===== src/pkg/wfim_consts.svh =====
`ifndef WFIM_CONSTS_SVH
`define WFIM_CONSTS_SVH

// ----------------------------------------------------------------
// register map (7-bit serial port addresses)
// ----------------------------------------------------------------
`define WFIM_ADDR_W           7
`define WFIM_OFS_ID_LOW_MASK  7'h35
`define WFIM_OFS_LEN_CODE     7'h36

// ----------------------------------------------------------------
// field positions and widths
// ----------------------------------------------------------------
`define WFIM_MASK_HI_MSB      15
`define WFIM_MASK_HI_LSB      8
`define WFIM_MASK_LO_MSB      6
`define WFIM_MASK_LO_LSB      2
`define WFIM_ID_BITS          13
`define WFIM_LEN_MSB          3
`define WFIM_LEN_MAX_BYTES    4'h8

// ----------------------------------------------------------------
// reset values
// ----------------------------------------------------------------
`define WFIM_MASK_RESET       13'h0000
`define WFIM_LEN_RESET        4'h0

// ----------------------------------------------------------------
// serial frame layout (bit counts)
// ----------------------------------------------------------------
`define WFIM_FRAME_BITS       6'h20
`define WFIM_HDR_BITS         6'h08
`define WFIM_DATA_BITS        5'h10

`endif


===== src/pkg/wfim_pkg.sv =====
// ----------------------------------------------------------------
// shared types of the wake frame mask block
// ----------------------------------------------------------------
package wfim_pkg;
    typedef logic [15:0] wfim_word_t;  // one register word
    typedef logic [6:0]  wfim_addr_t;  // serial register address
    typedef logic [12:0] wfim_id_t;    // low identifier slice
    typedef logic [3:0]  wfim_len_t;   // length code
endpackage : wfim_pkg


===== src/wfim_serial_port.sv =====
`timescale 1ns/1ps
`include "wfim_consts.svh"

// ----------------------------------------------------------------
// serial host port: 32-bit frames, mode 0, msb first
// frame = {write, addr[6:0], data[15:0], spare[7:0]}
// ----------------------------------------------------------------
module wfim_serial_port (
    input  wire logic                 clock,
    input  wire logic                 rst,
    input  wire logic                 spi_sck,   // raw pin
    input  wire logic                 spi_cs_n,  // raw pin, active low
    input  wire logic                 spi_mosi,  // raw pin
    input  wire wfim_pkg::wfim_word_t rd_data,   // view of addressed reg
    output logic                      spi_miso_q,
    output logic                      spi_miso_oe_q,
    output wfim_pkg::wfim_addr_t      addr_q,
    output wfim_pkg::wfim_word_t      wr_data_q,
    output logic                      wr_stb_q
);
    import wfim_pkg::*;

    // ------------------------------------------------------------
    // pin synchronisers: stage 1 feeds only stage 2
    // ------------------------------------------------------------
    logic [2:0] sck_q;   // [0] meta, [1] sync, [2] previous
    logic [2:0] cs_q;    // same layout for chip select
    logic [1:0] mosi_q;  // [0] meta, [1] sync

    always_ff @(posedge clock or posedge rst) begin
        if (rst) begin
            sck_q  <= 3'h0;
            cs_q   <= 3'h7;
            mosi_q <= 2'h0;
        end else begin
            sck_q  <= {sck_q[1], sck_q[0], spi_sck};
            cs_q   <= {cs_q[1], cs_q[0], spi_cs_n};
            mosi_q <= {mosi_q[0], spi_mosi};
        end
    end

    logic sck_rise;  // edge seen on synced clock pin
    logic sck_fall;
    logic cs_act;    // frame in progress
    logic cs_end;    // chip select released
    assign sck_rise = sck_q[1] & ~sck_q[2];
    assign sck_fall = ~sck_q[1] & sck_q[2];
    assign cs_act   = ~cs_q[1];
    assign cs_end   = cs_q[1] & ~cs_q[2];

    // ------------------------------------------------------------
    // receive shifter and bit counter
    // ------------------------------------------------------------
    logic [5:0]  cnt_q;    // bits received, saturates
    logic [23:0] rx_q;     // header and data bits
    logic        load_q;   // header complete, fetch read data

    always_ff @(posedge clock or posedge rst) begin
        if (rst) begin
            cnt_q  <= 6'h00;
            rx_q   <= 24'h000000;
            load_q <= 1'b0;
        end else begin
            load_q <= 1'b0;
            if (!cs_act) begin
                cnt_q <= 6'h00;  // idle between frames
            end else if (sck_rise) begin
                if (cnt_q < `WFIM_HDR_BITS + `WFIM_DATA_BITS) begin
                    rx_q <= {rx_q[22:0], mosi_q[1]};
                end
                if (cnt_q != 6'h3f) begin
                    cnt_q <= cnt_q + 6'h01;
                end
                load_q <= (cnt_q == `WFIM_HDR_BITS - 6'h01);
            end
        end
    end

    // address is taken once the header is in
    always_ff @(posedge clock or posedge rst) begin
        if (rst) begin
            addr_q <= 7'h00;
        end else if (load_q) begin
            addr_q <= rx_q[6:0];
        end
    end

    // ------------------------------------------------------------
    // transmit: read data goes out on falling edges after header
    // ------------------------------------------------------------
    logic [15:0] tx_q;     // read data shifter
    logic        tx_go_q;  // fetch one cycle after addr update

    always_ff @(posedge clock or posedge rst) begin
        if (rst) begin
            tx_q          <= 16'h0000;
            tx_go_q       <= 1'b0;
            spi_miso_q    <= 1'b0;
            spi_miso_oe_q <= 1'b0;
        end else begin
            tx_go_q       <= load_q;
            spi_miso_oe_q <= cs_act;  // driven only while selected
            if (tx_go_q) begin
                tx_q <= rd_data;
            end else if (sck_fall && cnt_q >= `WFIM_HDR_BITS) begin
                spi_miso_q <= tx_q[15];
                tx_q       <= {tx_q[14:0], 1'b0};
            end
            if (!cs_act) begin
                spi_miso_q <= 1'b0;
            end
        end
    end

    // ------------------------------------------------------------
    // write commits only for a complete frame, at release
    // ------------------------------------------------------------
    always_ff @(posedge clock or posedge rst) begin
        if (rst) begin
            wr_stb_q  <= 1'b0;
            wr_data_q <= 16'h0000;
        end else begin
            wr_stb_q <= 1'b0;
            if (cs_end && cnt_q == `WFIM_FRAME_BITS && rx_q[23]) begin
                wr_stb_q  <= 1'b1;
                wr_data_q <= rx_q[15:0];
            end
        end
    end
endmodule : wfim_serial_port


===== src/wfim_top.sv =====
// Behaviour
// - mask bit one: identifier bit is compared
// - mask bit zero: identifier bit is ignored
// - id bits 12..5 sit in bits 15..8
// - id bits 4..0 sit in bits 6..2
// - mask bits 7, 1:0 read zero, ignore writes
// - length code in 3:0, 15:4 read zero
// - codes 0..7 mean that many bytes
// - codes 8..15 all mean eight bytes
// - length code must match bit for bit
// - code zero means empty and cleared
`timescale 1ns/1ps
`include "wfim_consts.svh"

module wfim_top (
    input  wire logic                clock,
    input  wire logic                rst,        // power-on, async
    input  wire logic                soft_rst,   // sync pulse
    input  wire logic                restart,    // sync pulse
    input  wire logic                spi_sck,
    input  wire logic                spi_cs_n,
    input  wire logic                spi_mosi,
    input  wire logic                rx_valid,   // frame decoded pulse
    input  wire wfim_pkg::wfim_id_t  rx_id,      // received id 12..0
    input  wire wfim_pkg::wfim_len_t rx_len,     // received length code
    input  wire wfim_pkg::wfim_id_t  cfg_id,     // expected id 12..0
    output logic                     spi_miso_q,
    output logic                     spi_miso_oe_q,
    output logic                     id_match_q,
    output logic                     len_match_q,
    output logic                     match_done_q,
    output wfim_pkg::wfim_len_t      len_bytes_q
);
    import wfim_pkg::*;

    // ------------------------------------------------------------
    // host port
    // ------------------------------------------------------------
    wfim_addr_t addr;     // addressed register
    wfim_word_t wr_data;  // write word
    logic       wr_stb;   // one-cycle write commit
    wfim_word_t rd_view;  // read view of addressed register

    wfim_serial_port u_port (
        .clock         (clock),
        .rst           (rst),
        .spi_sck       (spi_sck),
        .spi_cs_n      (spi_cs_n),
        .spi_mosi      (spi_mosi),
        .rd_data       (rd_view),
        .spi_miso_q    (spi_miso_q),
        .spi_miso_oe_q (spi_miso_oe_q),
        .addr_q        (addr),
        .wr_data_q     (wr_data),
        .wr_stb_q      (wr_stb)
    );

    // ------------------------------------------------------------
    // configuration storage: only writable bits have flops
    // ------------------------------------------------------------
    wfim_id_t  mask_q;  // compare selects, id bit order
    wfim_len_t len_q;   // expected length code
    logic      wr_mask;
    logic      wr_len;
    assign wr_mask = wr_stb && addr == `WFIM_OFS_ID_LOW_MASK;
    assign wr_len  = wr_stb && addr == `WFIM_OFS_LEN_CODE;

    // mask register; restart leaves it alone
    always_ff @(posedge clock or posedge rst) begin
        if (rst) begin
            mask_q <= `WFIM_MASK_RESET;
        end else if (soft_rst) begin
            mask_q <= `WFIM_MASK_RESET;
        end else if (wr_mask) begin
            // reserved 7 and 1:0 dropped on write
            mask_q <= {wr_data[`WFIM_MASK_HI_MSB:`WFIM_MASK_HI_LSB],
                       wr_data[`WFIM_MASK_LO_MSB:`WFIM_MASK_LO_LSB]};
        end
    end

    // length code; zero doubles as the cleared state
    always_ff @(posedge clock or posedge rst) begin
        if (rst) begin
            len_q <= `WFIM_LEN_RESET;
        end else if (soft_rst) begin
            len_q <= `WFIM_LEN_RESET;
        end else if (wr_len) begin
            len_q <= wr_data[`WFIM_LEN_MSB:0];
        end
    end

    // ------------------------------------------------------------
    // read view: reserved bits are constant zero, unmapped reads 0
    // ------------------------------------------------------------
    always_comb begin
        case (addr)
            `WFIM_OFS_ID_LOW_MASK:
                rd_view = {mask_q[12:5], 1'b0, mask_q[4:0], 2'b00};
            `WFIM_OFS_LEN_CODE:
                rd_view = {12'h000, len_q};
            default:
                rd_view = 16'h0000;
        endcase
    end

    // ------------------------------------------------------------
    // frame compare: one result per received frame
    // ------------------------------------------------------------
    wfim_id_t bit_ok;  // per identifier bit pass
    genvar gi;
    generate
        for (gi = 0; gi < `WFIM_ID_BITS; gi = gi + 1) begin : g_cmp
            // selected bits must equal, deselected always pass
            assign bit_ok[gi] = mask_q[gi] ? (rx_id[gi] == cfg_id[gi])
                                           : 1'b1;
        end
    endgenerate

    always_ff @(posedge clock or posedge rst) begin
        if (rst) begin
            id_match_q   <= 1'b0;
            len_match_q  <= 1'b0;
            match_done_q <= 1'b0;
        end else begin
            match_done_q <= rx_valid;
            if (rx_valid) begin
                id_match_q  <= &bit_ok;
                // raw code compare, so 9 never matches 8
                len_match_q <= (rx_len == len_q);
            end
        end
    end

    // decoded payload size of the configured code
    always_ff @(posedge clock or posedge rst) begin
        if (rst) begin
            len_bytes_q <= 4'h0;
        end else if (len_q[3]) begin
            len_bytes_q <= `WFIM_LEN_MAX_BYTES;
        end else begin
            len_bytes_q <= len_q;
        end
    end
endmodule : wfim_top


===== config.mk =====
export PLATFORM = sky130hd
export DESIGN_NAME = wfim_top
export DESIGN_NICKNAME = d
export VERILOG_FILES = /design/src/pkg/wfim_pkg.sv /design/src/wfim_serial_port.sv /design/src/wfim_top.sv
export VERILOG_INCLUDE_DIRS = /design/src /design/src/pkg
export SDC_FILE = /design/constraint.sdc
export NUM_CORES = 1
export LEC_CHECK = 0
export BUFFER_PORTS_ARGS = -buffer_cell sky130_fd_sc_hd__buf_2
export CAP_MARGIN = 15
export CORE_UTILIZATION = 60
export DETAILED_ROUTE_END_ITERATION = 8
export GPL_TIMING_DRIVEN = 1
export PLACE_DENSITY = 0.81
export SYNTH_ARGS = -nofsm -noshare
export SYNTH_HDL_FRONTEND = slang
export SYNTH_SLANG_ARGS = --single-unit
export TNS_END_PERCENT = 20

===== constraint.sdc =====
create_clock -name clock -period 5.6 [get_ports clock]
set_clock_uncertainty 0.05 [all_clocks]
set_input_delay 1.12 -clock clock [delete_from_list [all_inputs] [get_ports clock]]
set_output_delay 1.12 -clock clock [all_outputs]
set_load 0.005 [all_outputs]

==> flow_summary.yaml <==
outcome:
  outcome: "finished, final reports clean"
timing:
  hold_ws_ps: 309
  rsz0062_at_grt: "no"
  finalCritPeriodShare_pct: 38.3
  max_freq_ghz: 0.467
  setup_violations: 0
  finalSetupTns_ps: 0
  slew_violations: 0
  hold_viol_final: 0
  slew_headroom_pct: 34.3
  layout_min_cycle_time_ps: 2140
  worst_pin_slew_ps: 983
clock_tree:
  numCtsBuffers: 9
  clk_pin_slew_ps: 90
  post-cts-setup-buffers: 0
  hold_buffers: 0
  cts_buffer_depth: 2
  cts.htree.levels: 3
  cts_resized: 0
  cts.sinks: 105
  cts_root_buffer: "clkbuf_8"
  clk_latency_ps: 350
  cts_tree: "done"
placement:
  dpl.hpwl_um: 5280
  gp_congestion: 0.750
  place.port_buffers: 45
route:
  drt-initial-drc-count: 93
  via_count: 2633
  routedWlPerCell_um: 15.5
  dr.pass1.iters: 4
  wl_um: 7490
  drc: 0
  vias_per_cell: 5.44
  ant_nets: 0
critical_path:
  setup.worst_path.start_class: "register"
  worst-endpoint-required_ps: 5790
  crit_path_end_kind: "register"
  path_max_fanout: 24
  worstSetupPathType: "reg -> reg"
  path_buf_inv: 0
  critPathMaxStageDelay_ps: 740
  critPathArrivalTime_ps: 2330
  path_cells: "nor3_1, nand2_1, mux2_2"
  path_delay_family: "simple AND/OR/NAND/NOR gates"
  cp_slowest_cell: "nand2_1"
die:
  dieArea_um2: 7740
  rows: 30
  ios: 47
  die_h_um: 88.0
  die_w_um: 88.0
  core_area_um2: 6980
  initial_utilization_pct: 63.5
cells_and_area:
  syn_to_final_growth_pct: 10.5
  fin_util_pct: 70.2
  multi_input_area_um2: 1690
  fillCellCount: 514
  seq_area_um2: 2630
  diodes: 0
  fin_nets: 424
  drive_above_1_share_pct: 30.7
synthesis:
  synth_ff_type: "dfrtp_1"
  yosys_warnings: 0
  synth_cells: 339
  postSynthAreaPerCell_um2: 13.1
  synth_nets: 379
  synth_seq_cells: 105
  netlist_area_um2: 4440
  async_flop_share_pct: 100
  ys_seq_area_share_pct: 59.3
  synthDistinctLibCells: 43
  synth_edf_count: 0
pwr:
  p_leak_nw: 2.50
  peakVddDrop_mv: 0.122
  power.density_nw_per_um2: 271
  power_mw: 1.33
grt:
  grt_pass1_wl_um: 12600
  antenna_found_initial: 0
  grtUsageMet1_pct: 31.9
  grt_pass1_vias: 2543
  grt-busiest-layer: "met2"
  use_met2_pct: 32.1
  grt-ovfl-total: 0
  grt_max_degree: 59
  grt.total_usage_pct: 21.9
  use_met3_pct: 3.58
worst_hold_path:
  hp-class: "reg -> reg"
run:
  cap_viol_max_count: 0
[synthesized netlist by cell type, drive strengths merged (2+ instances only)]
master  number  area [um^2]
dfrtp      102         2550
mux2        47          563
nor2        36          138
mux2i       23          230
a21oi       22          110
xor2        17          149
nor2b       13         81.3
buf          9         66.3
nand2        8         30.0
a22oi        7         52.6
inv          7         26.3
clkbuf       5         18.8
nand2b       4         32.5
o21ai        4         20.0
xnor2        4         35.0
dfstp        3         78.8
nor3         3         15.0
a211oi       2         15.0
and3         2         12.5
ha           2         25.0
nand3        2         10.0
nor4         2         27.5
nor4bb       2         20.0
[sequential cells by signal (all words and copies together), names as in the netlist]
register,count
len_bytes_q,4
u_port.mosi_q,2
mask_q,13
u_port.cnt_q,6
len_q,4
match_done_q,1
u_port.rx_q,24
u_port.spi_miso_q,1
u_port.addr_q,7
u_port.cs_q,3
u_port.tx_go_q,1
len_match_q,1
u_port.wr_data_q,15
id_match_q,1
u_port.sck_q,3
u_port.tx_q,16
u_port.wr_stb_q,1
u_port.load_q,1
u_port.spi_miso_oe_q,1
[metal layers]
| layer | up-vias | wire length [um] | share of wire [%] |
|---|---|---|---|
| met5 | - | 0 | 0 |
| met3 | 15 | 223 | 3.0 |
| li1 | 1270 | - | - |
| met1 | 1301 | 3700 | 49 |
| met4 | 0 | 167 | 2.2 |
| met2 | 47 | 3400 | 45 |
[layout by cell type, fill, tap and decap left out, types with 7 or more instances in the layout]
master    count
dfrtp_1     102
buf_2        45
mux2_2       38
nor2_1       35
mux2i_1      23
a21oi_1      22
xor2_1       17
nor2b_1      13
clkbuf_8     11
mux2_4        9
nand2_1       8
a22oi_1       7
[power by group]
group          internal (mW)  switching [mW]
sequential             0.791          0.0338
clock                  0.183           0.236
combinational         0.0423          0.0400
total                   1.02           0.310
[cells by family after synthesis]
group	after synthesis	share of synthesized area [%]
compound gates	41	5.67
simple gates	79	9.93
flops	105	59.3
buf+inv	21	2.51
xor+xnor	21	4.15
fa+ha+maj	2	0.564
mux	70	17.9
[final cells by class]
cell class	count	share of cell area, %
inverter	7	0.587
timing repair buffer	48	5.05
sequential	105	53.7
multi-input combinational	213	34.6
clock buffer	11	3.09
clock inverter	4	0.587
tap	96	2.45
[worst paths after layout]
check | slack, ps | startpoint | to | cells after the start
worst max-delay path | 3460 | u_port.cs_q[1] | u_port.rx_q[5] | 3
min in group asynchronous | 770 | rst | u_port.sck_q[0] | 2
worst min register to register | 310 | u_port.mosi_q[0] | u_port.mosi_q[1] | 0
max in group asynchronous | 3600 | rst | u_port.addr_q[2] | 3
worst min-delay path | 310 | u_port.mosi_q[0] | u_port.mosi_q[1] | 0
worst max register to register | 3460 | u_port.cs_q[1] | u_port.rx_q[5] | 3
[worst register-to-register path, cell delays in order (launching register included)]
cell and delay, ps:
dfstp_2 690, nor3_1 120, nand2_1 740, mux2_2 430
[through the flow]
stage	cells	instance area [um^2]	setup WS (ps)
floorplan	339	4440	1670
global placement	469	4720	3160
detailed placement	469	4720	3150
CTS	484	4900	3450
global route	484	4900	3340
finish	484	4900	3460
No activity file was read; power rests on OpenSTA's default activity.
